$ cat config.mk
export PLATFORM = sky130hd
export DESIGN_NAME = bcs_boot_ctrl
export DESIGN_NICKNAME = d
export VERILOG_FILES = /design/src/bcs_pkg.sv /design/src/bcs_reg_if.sv /design/src/bcs_sync.sv /design/src/bcs_sfr.sv /design/src/bcs_boot_ctrl.sv
export SDC_FILE = /design/constraint.sdc
export NUM_CORES = 1
export LEC_CHECK = 0
export BUFFER_PORTS_ARGS = -buffer_cell sky130_fd_sc_hd__buf_2
export CAP_MARGIN = 0
export CORE_UTILIZATION = 43
export CTS_BUF_LIST = sky130_fd_sc_hd__clkbuf_16
export DETAILED_ROUTE_END_ITERATION = 6
export GPL_TIMING_DRIVEN = 0
export MAX_ROUTING_LAYER = met4
export PLACE_DENSITY = 0.75
export SLEW_MARGIN = 5
export SYNTH_ARGS = -nofsm -noshare
export SYNTH_HDL_FRONTEND = slang
export SYNTH_SLANG_ARGS = --single-unit
$ cat constraint.sdc
create_clock -name clk_sys -period 1.65 [get_ports clk_sys]
set_clock_uncertainty 0.15 [all_clocks]
set_input_delay 0.0825 -clock clk_sys [delete_from_list [all_inputs] [get_ports clk_sys]]
set_output_delay 0.0825 -clock clk_sys [all_outputs]
set_load 0.01 [all_outputs]
$ cat src/bcs_pkg.sv
`default_nettype none
package bcs_pkg;
  // register addresses and entry point
  localparam logic [7:0]  SFR_FLAGS_ADDR = 8'hDD;
  localparam logic [15:0] XD_STAT_ADDR   = 16'h11FF;
  localparam logic [15:0] RAM_ENTRY_ADDR = 16'h0000;
  // reset values and good-status values
  localparam logic [7:0] FLAGS_RST     = 8'h00;
  localparam logic [7:0] STAT_RST      = 8'h00;
  localparam logic [7:0] STAT_OK_PLAIN = 8'h00;
  localparam logic [7:0] STAT_OK_STRAP = 8'h80;
  localparam logic [7:0] FORCE_VALUE   = 8'h20;
  // software may not write the done and fail flags
  localparam logic [7:0] FLAGS_SW_MASK = 8'hF9;
  // flag register bit positions
  localparam int FL_RUN_SYS = 0;
  localparam int FL_DONE    = 1;
  localparam int FL_FAIL    = 2;
  localparam int FL_RUN_POR = 4;
  localparam int FL_FORCE   = 5;
  // status byte bit positions
  localparam int ST_FIRST_ERR = 0;
  localparam int ST_NEXT_ERR  = 1;
  localparam int ST_FAC_LSB   = 2;
  localparam int ST_FAC_MSB   = 4;
  localparam int ST_STRAP     = 7;
  // program levels and load kinds
  localparam logic [1:0] PROG_FACTORY = 2'h0;
  localparam logic [1:0] PROG_USER    = 2'h1;
  localparam logic [1:0] PROG_RUN     = 2'h2;
  localparam logic [1:0] LOAD_FACTORY = 2'h0;
  localparam logic [1:0] LOAD_FIRST   = 2'h1;
  localparam logic [1:0] LOAD_NEXT    = 2'h2;
  // strap sampling delay covers the pin synchroniser
  localparam int         SYNC_STAGES = 2;
  localparam logic [1:0] STRAP_WAIT  = 2'h2;
endpackage
`default_nettype wire

$ cat src/bcs_reg_if.sv
`timescale 1ns/10ps
`default_nettype none
interface bcs_reg_if;
  logic       done_set;
  logic       fail_set;
  logic       restart;
  logic [7:0] flags;
  modport core (output done_set, output fail_set, output restart, input flags);
  modport regs (input done_set, input fail_set, input restart, output flags);
endinterface
`default_nettype wire

$ cat src/bcs_sync.sv
`timescale 1ns/10ps
`default_nettype none
module bcs_sync (
  input  wire logic clk_sys,
  input  wire logic nrst,
  input  wire logic ce,
  input  wire logic pin_in,
  output logic      pin_sync
);
  typedef struct packed {
    logic meta;
    logic sync;
  } bcs_sync_t;
  bcs_sync_t q;
  bcs_sync_t d;

  // two-stage shift, first stage only feeds the second
  always_comb begin
    d      = q;
    d.meta = pin_in;
    d.sync = q.meta;
  end

  always_ff @(posedge clk_sys or negedge nrst) begin
    if (!nrst) begin
      q <= '0;
    end else if (ce) begin
      q <= d;
    end
  end

  assign pin_sync = q.sync;
endmodule
`default_nettype wire

$ cat src/bcs_sfr.sv
`timescale 1ns/10ps
`default_nettype none
module bcs_sfr (
  input  wire logic  clk_sys,
  input  wire logic  nrst,
  input  wire logic  ce,
  input  wire logic [7:0] sfr_addr,
  input  wire logic  sfr_we,
  input  wire logic [7:0] sfr_wdata,
  output logic [7:0] sfr_rdata,
  bcs_reg_if.regs    rif
);
  import bcs_pkg::*;
  typedef struct packed {
    logic [7:0] flags;
    logic [7:0] rdata;
  } bcs_sfr_t;
  bcs_sfr_t q;
  bcs_sfr_t d;
  logic     hit;

  assign hit = (sfr_addr == SFR_FLAGS_ADDR);

  // system restart, software write, then hardware sets win last
  always_comb begin
    d = q;
    if (rif.restart) begin
      d.flags           = FLAGS_RST;
      d.flags[FL_FORCE] = q.flags[FL_FORCE]; // survives until power-on reset
    end
    if (sfr_we && hit) begin
      // debug host forces run bits through here
      d.flags = (sfr_wdata & FLAGS_SW_MASK) | (d.flags & ~FLAGS_SW_MASK);
    end
    d.flags[FL_DONE] = d.flags[FL_DONE] | rif.done_set;
    d.flags[FL_FAIL] = d.flags[FL_FAIL] | rif.fail_set;
    d.rdata          = hit ? q.flags : 8'h00;
  end

  // every flag bit including reserved ones clears at power-on
  always_ff @(posedge clk_sys or negedge nrst) begin
    if (!nrst) begin
      q <= '0;
    end else if (ce) begin
      q <= d;
    end
  end

  assign rif.flags = q.flags;
  assign sfr_rdata = q.rdata;
endmodule
`default_nettype wire

$ cat src/bcs_boot_ctrl.sv
`timescale 1ns/10ps
`default_nettype none
// How it works
// - pin zero level captured into status bit 7 on the same clock edge that raises the crystal enable
// - factory load error code lands in status bits 4 to 2, zero means success
// - a failing second or later user block sets status bit 1
// - a failing first user block sets status bit 0
// - fail flag, bit 2, set when status byte is nonzero, apart from done
// - done flag, bit 1, always set when boot finishes
// - run bit set at boot end makes the core start at RAM address zero
// - run bits obeyed only for factory and user levels, ignored at run level
// - force bit on a user part loads only factory values, no user blocks
// - force bit overrides the user-continue bit on a user part only
// - power-on run bit acts exactly like the system run bit
// - writing 0x20 on a user part keeps factory behaviour over restarts until power-on reset
// - status 0x00 or 0x80 means clean boot, anything else is an error
module bcs_boot_ctrl #(
  parameter logic [1:0] SAMPLE_WAIT = bcs_pkg::STRAP_WAIT
) (
  input  wire logic        clk_sys,
  input  wire logic        nrst,
  input  wire logic        ce,
  input  wire logic        sys_rst_req,
  input  wire logic        general_pin_zero,
  input  wire logic [1:0]  prog_state,
  input  wire logic        user_continue_bit,
  output logic             load_req,
  output logic [1:0]       load_kind,
  input  wire logic        load_ack,
  input  wire logic [2:0]  load_err,
  input  wire logic        more_blocks,
  output logic             crystal_osc_en,
  output logic             cpu_release,
  output logic             jump_to_ram,
  output logic [15:0]      jump_addr,
  output logic             boot_ok,
  output logic             boot_done_flag,
  output logic             boot_fail_flag,
  input  wire logic [7:0]  sfr_addr,
  input  wire logic        sfr_we,
  input  wire logic [7:0]  sfr_wdata,
  output logic [7:0]       sfr_rdata,
  input  wire logic [15:0] xdata_addr,
  output logic [7:0]       xdata_rdata
);
  import bcs_pkg::*;

  typedef enum logic [2:0] {
    S_SAMPLE,
    S_FACTORY,
    S_USER,
    S_FINISH,
    S_RUN
  } bcs_state_t;

  typedef struct packed {
    bcs_state_t  st;
    logic [1:0]  wait_cnt;
    logic [7:0]  stat;
    logic        xtal;
    logic [1:0]  kind;
    logic        release_core;
    logic        jump;
    logic [15:0] addr;
    logic        ok;
    logic [7:0]  xrd;
  } bcs_core_t;

  bcs_core_t q;
  bcs_core_t d;
  logic      pin_s;
  logic      force_active;
  logic      load_user;
  logic      run_bits;
  logic      jump_now;
  logic      stat_clean;

  bcs_reg_if rif ();

  // refuse a strap delay shorter than the synchroniser
  if (SAMPLE_WAIT < 2'(SYNC_STAGES)) begin : g_chk
    $error("SAMPLE_WAIT shorter than pin synchroniser");
  end

  // pin zero comes from outside, two flops before use
  bcs_sync u_sync (
    .clk_sys  (clk_sys),
    .nrst     (nrst),
    .ce       (ce),
    .pin_in   (general_pin_zero),
    .pin_sync (pin_s)
  );

  // boot flag register on the special-function bus
  bcs_sfr u_sfr (
    .clk_sys   (clk_sys),
    .nrst      (nrst),
    .ce        (ce),
    .sfr_addr  (sfr_addr),
    .sfr_we    (sfr_we),
    .sfr_wdata (sfr_wdata),
    .sfr_rdata (sfr_rdata),
    .rif       (rif.regs)
  );

  // boot policy decoded from level, flags and protection byte
  assign force_active = rif.flags[FL_FORCE] && (prog_state == PROG_USER);
  assign load_user    = (prog_state != PROG_FACTORY) && !force_active;
  assign run_bits     = rif.flags[FL_RUN_SYS] | rif.flags[FL_RUN_POR];
  assign jump_now     = ((prog_state != PROG_RUN) && run_bits)
                      || (!force_active && user_continue_bit && (prog_state != PROG_FACTORY));
  assign stat_clean   = (q.stat == STAT_OK_PLAIN) || (q.stat == STAT_OK_STRAP);

  // boot sequencer: strap, factory load, user blocks, finish
  always_comb begin
    d     = q;
    d.xrd = (xdata_addr == XD_STAT_ADDR) ? q.stat : 8'h00;
    if (sys_rst_req) begin
      d     = '0; // restart the whole boot
      d.xrd = 8'h00;
    end else begin
      case (q.st)
        S_SAMPLE: begin
          if (q.wait_cnt >= SAMPLE_WAIT) begin
            d.stat[ST_STRAP] = pin_s;
            d.xtal           = 1'b1;
            d.kind           = LOAD_FACTORY;
            d.st             = S_FACTORY;
          end else begin
            d.wait_cnt = q.wait_cnt + 2'h1;
          end
        end
        S_FACTORY: begin
          if (load_ack) begin
            d.stat[ST_FAC_MSB:ST_FAC_LSB] = load_err;
            if (load_user) begin
              d.kind = LOAD_FIRST;
              d.st   = S_USER;
            end else begin
              d.st = S_FINISH;
            end
          end
        end
        S_USER: begin
          if (load_ack) begin
            if (load_err != 3'h0) begin
              if (q.kind == LOAD_FIRST) begin
                d.stat[ST_FIRST_ERR] = 1'b1;
              end else begin
                d.stat[ST_NEXT_ERR] = 1'b1;
              end
            end
            if (more_blocks) begin
              d.kind = LOAD_NEXT;
            end else begin
              d.st = S_FINISH;
            end
          end
        end
        S_FINISH: begin
          d.release_core = 1'b1;
          d.jump         = jump_now;
          d.addr         = RAM_ENTRY_ADDR;
          d.ok           = stat_clean;
          d.st           = S_RUN;
        end
        S_RUN: begin
          d.st = S_RUN; // results held until reset
        end
        default: begin
          d.st = S_SAMPLE;
        end
      endcase
    end
  end

  // single state register, frozen while ce is low
  always_ff @(posedge clk_sys or negedge nrst) begin
    if (!nrst) begin
      q <= '0;
    end else if (ce) begin
      q <= d;
    end
  end

  // requests to the flag register
  assign rif.done_set = (q.st == S_FINISH);
  assign rif.fail_set = (q.st == S_FINISH) && (q.stat != STAT_OK_PLAIN);
  assign rif.restart  = sys_rst_req;

  // outward signals
  assign load_req       = (q.st == S_FACTORY) || (q.st == S_USER);
  assign load_kind      = q.kind;
  assign crystal_osc_en = q.xtal;
  assign cpu_release    = q.release_core;
  assign jump_to_ram    = q.jump;
  assign jump_addr      = q.addr;
  assign boot_ok        = q.ok;
  assign boot_done_flag = rif.flags[FL_DONE];
  assign boot_fail_flag = rif.flags[FL_FAIL];
  assign xdata_rdata    = q.xrd;
endmodule
`default_nettype wire

==> results of run 1 <==
layer usage:
| metal | vias up | GRT usage, % | wire length, µm |
|---|---|---|---|
| li1 | 927 | - | - |
| met1 | 883 | 24.1 | 2070 |
| met2 | 46 | 32.7 | 2490 |
| met3 | 4 | 2.78 | 189 |
| met4 | 0 | 8.06 | 56 |
| met5 | - | - | 0 |
cells in the mapped netlist, drive strengths merged, types with 2 or more instances:
library cell and count:
dfrtp 41, buf 30, nand2 15, a22o 14, nor2 11, o21ai 7, o2bb2ai 6, a21oi 5
a31o 5, and3 5, clkbuf 5, nor3 5, a22oi 4, inv 4, nor4 4, o21a 4
mux2 3, nand2b 3, a31oi 2, mux2i 2, nand3b 2, nand4b 2, nor2b 2, nor4b 2
worst min-delay path, stage by stage:
cell and delay (ns):
buf_2 0.07, and3_1 0.14, a31o_2 0.10
logic make-up (layout without fill, tap and decap cells):
group / Yosys count / after routing / share of synthesized area (%)
compound gates: 55 / 55 / 19.9
buf+inv: 39 / 131 / 11.8
flops: 41 / 41 / 48.3
xor+xnor: 1 / 1 / 0.412
simple gates: 59 / 59 / 16.3
other cells: 1 / 18 / 0.177
fa+ha+maj: 1 / 1 / 0.589
mux: 5 / 5 / 2.53
where the power goes:
part           total, µW  switching [µW]  leakage (µW)  internal, µW
Clock               1060             355     0.0000826           702
Sequential          1280             130      0.000557          1150
Combinational       1040             513      0.000918           528
Total               3370             998       0.00156          2380
through the flow:
stage | area [µm²] | TNS (ns) | setup WS, ns
2_1_floorplan | 2190 | 0 | 0.00625
3_3_place_gp | 2610 | -0.444 | -0.120
3_5_place_dp | 2610 | -0.562 | -0.142
4_1_cts | 2930 | -0.0776 | -0.0400
5_1_grt | 3000 | -0.174 | -0.0790
6_report | 3000 | -0.00308 | -0.00308
placed cells by master (no fill, tap or decap), drive strengths merged, types with 6 or more instances in the layout:
cell type	instances
clkbuf	12
o21ai	7
buf	101
dfrtp	41
a22o	14
nand2	15
dlygate4sd3	11
nor2	11
conb	18
o2bb2ai	6
worst paths after layout:
check                      slack (ns)                              to                      startpoint  cells after the start
max reg2reg                    -0.003        load_kind[1]$_DFFE_PN0P_               q[40]$_DFFE_PN0P_                      4
min reg2reg                      0.35  u_sfr.sfr_rdata[6]$_DFFE_PN0P_  u_sfr.rif.flags[6]$_DFFE_PN0P_                      1
max                            -0.003        load_kind[1]$_DFFE_PN0P_               q[40]$_DFFE_PN0P_                      4
max in group asynchronous        0.40               q[40]$_DFFE_PN0P_                            nrst                      2
min in group asynchronous        0.33      crystal_osc_en$_DFFE_PN0P_                            nrst                      2
min                             0.002  u_sfr.rif.flags[3]$_DFFE_PN0P_                    sfr_wdata[3]                      3
sequential cells by signal, summed over array words and instances, names as in the netlist:
signal	flops
boot_ok	1
u_sfr.rif.flags	8
u_sfr.sfr_rdata	8
u_sync.pin_sync	1
cpu_release	1
load_kind	2
u_sync.d	1
crystal_osc_en	1
q	11
xdata_rdata	6
jump_to_ram	1
cell type report:
cell class,count,area share (%)
inverter,4,0.501
clock inverter,3,1.25
tap,67,2.80
multi-input combinational,139,32.0
buffer,35,8.06
timing repair buffer,84,16.9
sequential,41,34.3
clock buffer,5,4.18
repair_timing:
item / 4_1_cts / 5_1_grt
pin swaps: 4 / 4
gates resized for setup: 10 / 8
endpoints found under the setup margin: 6 / 12
hold endpoints to repair: 51 / 0
setup buffers: 3 / 4
hold buffers: 11 / 0
==> flow_summary.json, run 1 <==
{
  "status": "finished, violations left",
  "violations": "negative setup slack",
  "slew_headroom_pct": 39.4,
  "p_per_area_mw_per_mm2": 1130,
  "ys_types": 47,
  "hold_viol": 0,
  "finalWirelength_mm": 4.81,
  "cts_made_buffers": 5,
  "grt_max_degree": 42,
  "cp-end-kind": "flip-flop",
  "num_rows": 25,
  "antennaDiodeCount": 0,
  "root_buffer": "clkbuf_16",
  "synthTopCellsByArea": "dfrtp_1 48%, buf_4 9.5%, a22o_1 5.8%",
  "num_vias": 1860,
  "cp-start-kind": "flip-flop",
  "path_class": "reg -> reg",
  "worstHoldPathType": "in -> reg",
  "cts_max_level": 2,
  "antenna_found_initial": 0,
  "synth.avg_cell_area_um2": 10.5,
  "rsz0062_at_grt": "yes",
  "area_delta_synth_final_pct": 41.0,
  "seq_area_frac_synth_pct": 48.3,
  "min_period_ns": 1.65,
  "utilization_pct": 63.4,
  "setup_viol": 1,
  "hpwl_mm": 3.39,
  "final_layout_size_suffix_gt1_share_pct": 42.4,
  "grt_overflow": 0,
  "port_buffers": 66,
  "layout.cells.non_filler": 378,
  "drcViolationCount": 0,
  "syn_inst": 202,
  "grt_usage_pct": 19.7,
  "cp.required_ns": 1.69,
  "yosysWarnings": 0,
  "drt_iter0_drc": 140,
  "post-route-period-util_pct": 100,
  "maxCapViolCount": 0,
  "critPathMaxStageDelay_ns": 0.45,
  "coreArea_mm2": 0.00472,
  "tightest_slew_ns": 0.909,
  "clk_latency_ns": 0.27,
  "grt_pass1_vias": 1689,
  "slew_violations": 0,
  "setup_slack_ns": -0.00308,
  "dieHeight_um": 72.3,
  "routedWlPerCell_um": 12.7,
  "seq_area_mm2": 0.00103,
  "finalPower_uw": 3370,
  "n_fill_cell": 387,
  "crit_buf_inv": 0,
  "critPathArrivalTime_ns": 1.70,
  "drtPass1Iterations": 4,
  "ys_ff_latch": 41,
  "p_leak_uw": 0.00156,
  "placedCellCount": 352,
  "place.gp.congestion": 0.810,
  "path_clk_slew_ns": 0.06,
  "path_max_fanout": 6,
  "cts_buffer_depth": 2,
  "cpLargestDelayFamily": "compound AO/OA/AOI/OAI gates",
  "cts.sinks": 41,
  "syn-cell-area_mm2": 0.00212,
  "synth_enable_flop_cells": 0,
  "async_flop_share_pct": 100,
  "ir_worst_vdd_uv": 583,
  "multiInputGateArea_um2": 960,
  "cts_tree": "built",
  "holdWs_ns": 0.00188,
  "viasPerCell": 4.92,
  "synth_top_cell_by_area": "dfrtp_1",
  "path_cells": "nor2b_1, o41a_1, a21oi_2, mux2i_1",
  "fmax_mhz": 605,
  "ys.flop_type": "dfrtp_1",
  "grt_pass1_wl_mm": 7.73,
  "initial_core_util_pct": 45.0,
  "io_pins": 87,
  "synth_top_cell_area_share_pct": 48.3,
  "critPathSlowestCell": "dfrtp_2",
  "final_nets": 357,
  "die_area_mm2": 0.00523,
  "ant_nets": 0,
  "die_x_um": 72.3
}
(Power assumes the default switching activity.)
==> run 2: changes to the inputs <==
Settings changed: BUFFER_PORTS_ARGS -buffer_cell sky130_fd_sc_hd__buf_2 to unset, CORE_UTILIZATION 43 to 55, DONT_BUFFER_PORTS set to 1, PLACE_DENSITY 0.75 to 0.73.
==> run 2 against run 1 <==
Net effect:
- the flow still finishes with violations (negative setup slack)
- utilization up 11 points
- via count down 4.8%
- global-route usage up 8.4 points
- combinational power down 19%
- critical path depth up 2
- total power down 4.3%
- hold slack better by 0.0050 ns
==> flow_summary.json, run 2 (same netlist as run 1, synthesis figures left out) <==
{
  "root_buffer": "clkbuf_16",
  "final_nets": 301,
  "ir_worst_vdd_uv": 685,
  "wl_met2_mm": 2.67,
  "slew_violations": 0,
  "final_cell_mix": "40 x dfrtp_1, 33 x buf_4, 20 x dlygate4sd3_1",
  "coreArea_mm2": 0.00369,
  "setup_slack_ns": -0.0329,
  "largest_reg_flops": 11,
  "cp.required_ns": 1.70,
  "finalPower_uw": 3230,
  "pwr-share-seq_pct": 40.4,
  "cts.sinks": 41,
  "drt_iter0_drc": 105,
  "dr_wl_met3_um": 410,
  "cp-start-kind": "flip-flop",
  "drtPass1Iterations": 4,
  "place_area_mm2": 0.00225,
  "slew_headroom_pct": 61.3,
  "drcViolationCount": 0,
  "ant_nets": 0,
  "tightest_slew_ns": 0.576,
  "area_delta_synth_final_pct": 28.4,
  "violations": "negative setup slack",
  "placedCellCount": 267,
  "fmax_mhz": 594,
  "regMostFlops": "q",
  "status": "finished, violations left",
  "top_layer": "met4",
  "cts_buffer_depth": 2,
  "num_rows": 22,
  "utilization_pct": 73.9,
  "path_clk_slew_ns": 0.06,
  "grt_pass1_wl_mm": 8.29,
  "p_per_area_mw_per_mm2": 1180,
  "grt_usage_pct": 28.1,
  "grt_max_degree": 42,
  "n_fill_cell": 250,
  "rsz0062_at_grt": "yes",
  "hold_viol": 0,
  "p_switching_uw": 965,
  "worstHoldPathType": "in -> reg",
  "power_frac_clock_pct": 33.4,
  "final_area_mm2": 0.00273,
  "grt_pass1_vias": 1738,
  "finalWirelength_mm": 5.13,
  "maxCapViolCount": 0,
  "critPathArrivalTime_ns": 1.74,
  "initial_core_util_pct": 57.6,
  "grt_overflow": 0,
  "setup_viol": 3,
  "min_period_ns": 1.68,
  "antennaDiodeCount": 0,
  "hpwl_mm": 3.31,
  "path_max_fanout": 3,
  "pwr-share-comb_pct": 26.2,
  "p_leak_uw": 0.00132,
  "internal-power_uw": 2260,
  "cts_made_buffers": 5,
  "routedLengthMet1_mm": 1.92,
  "antenna_found_initial": 0,
  "dieHeight_um": 64.2,
  "routedWlPerCell_um": 16.9,
  "cp-end-kind": "flip-flop",
  "layout_commonest_cell": "dfrtp_1",
  "place.gp.congestion": 0.845,
  "viasPerCell": 5.84,
  "layout.cells.non_filler": 303,
  "die_x_um": 64.2,
  "io_pins": 87,
  "cts_tree": "built",
  "die_area_mm2": 0.00412,
  "p_sw_share_pct": 29.9,
  "final_layout_size_suffix_gt1_share_pct": 25.5,
  "post-route-period-util_pct": 102,
  "num_vias": 1771,
  "port_buffers": 0,
  "cts_max_level": 2,
  "clk_latency_ns": 0.28,
  "path_class": "reg -> reg"
}
-- run 2: cell types whose count changed in the layout (fill, tap and decap cells not counted), sizes merged --
cell | before | now
buf | 101 | 37
dlygate4sd3 | 11 | 20
clkbuf | 12 | 10
dlymetal6s4s | 0 | 1
-- run 2: what timing repair did --
| action | 4_1_cts | 5_1_grt |
|---|---|---|
| hold endpoints to repair | 64 | 4 |
| pin swaps | 2 | 3 |
| hold buffers | 19 | 3 |
| gates resized for setup | 5 | 8 |
| setup endpoints to repair | 6 | 10 |
| buffers inserted | 2 | 4 |
-- run 2: layer usage --
metal,GRT usage (%),up-vias
met4,9.72,0
met3,8.39,12
li1,-,810
met5,-,-
met1,31.5,860
met2,47.6,89
-- run 2: worst paths after layout --
path	start	to	slack (ns)	depth (start not counted)
min in group asynchronous	nrst	u_sfr.sfr_rdata[2]$_DFFE_PN0P_	0.15	2
max in group asynchronous	nrst	q[39]$_DFFE_PN0P_	0.99	2
max reg2reg	q[38]$_DFFE_PN0P_	load_kind[1]$_DFFE_PN0P_	-0.03	6
max	q[38]$_DFFE_PN0P_	load_kind[1]$_DFFE_PN0P_	-0.03	6
min	user_continue_bit	jump_to_ram$_DFFE_PN0P_	0.007	4
min reg2reg	u_sfr.rif.flags[7]$_DFFE_PN0P_	u_sfr.sfr_rdata[7]$_DFFE_PN0P_	0.35	1
-- run 2: final cells by class --
| class | count | area [µm²] | share of cell area (%) |
|---|---|---|---|
| flip-flops and latches | 41 | 1030 | 37.7 |
| multi-input cells | 139 | 948 | 34.8 |
| repair buffers | 28 | 278 | 10.2 |
| plain buffers | 35 | 236 | 8.67 |
| clock buffers | 5 | 125 | 4.59 |
| well taps | 48 | 60.1 | 2.20 |
| clock inverters | 3 | 37.5 | 1.38 |
| inverters | 4 | 15.0 | 0.550 |
-- run 2: worst max-delay path, stage by stage (launching register included) --
cell	delay [ns]
dfrtp_1	0.38
inv_1	0.08
ha_2	0.19
nor3_2	0.05
o41a_1	0.37
a21oi_2	0.19
mux2i_1	0.21
-- run 2: power by group through the flow --
stage	Clock (µW)	Sequential, µW	Combinational (µW)
global route	1140	1320	943
floorplan	0	1270	570
global placement	0	1300	636
CTS	1090	1290	776
detailed placement	0	1310	663
finish	1080	1300	846
-- run 2: per-stage QoR --
| step | TNS (ns) | hold WS, ns | setup slack (ns) |
|---|---|---|---|
| after floorplan | 0 | -0.363 | 0.00625 |
| after global placement | -0.308 | -0.362 | -0.0855 |
| after detailed placement | -0.519 | -0.362 | -0.134 |
| after CTS | -0.0498 | -0.171 | -0.0300 |
| after global routing | -0.655 | 0.0402 | -0.123 |
| final | -0.0721 | 0.00683 | -0.0329 |
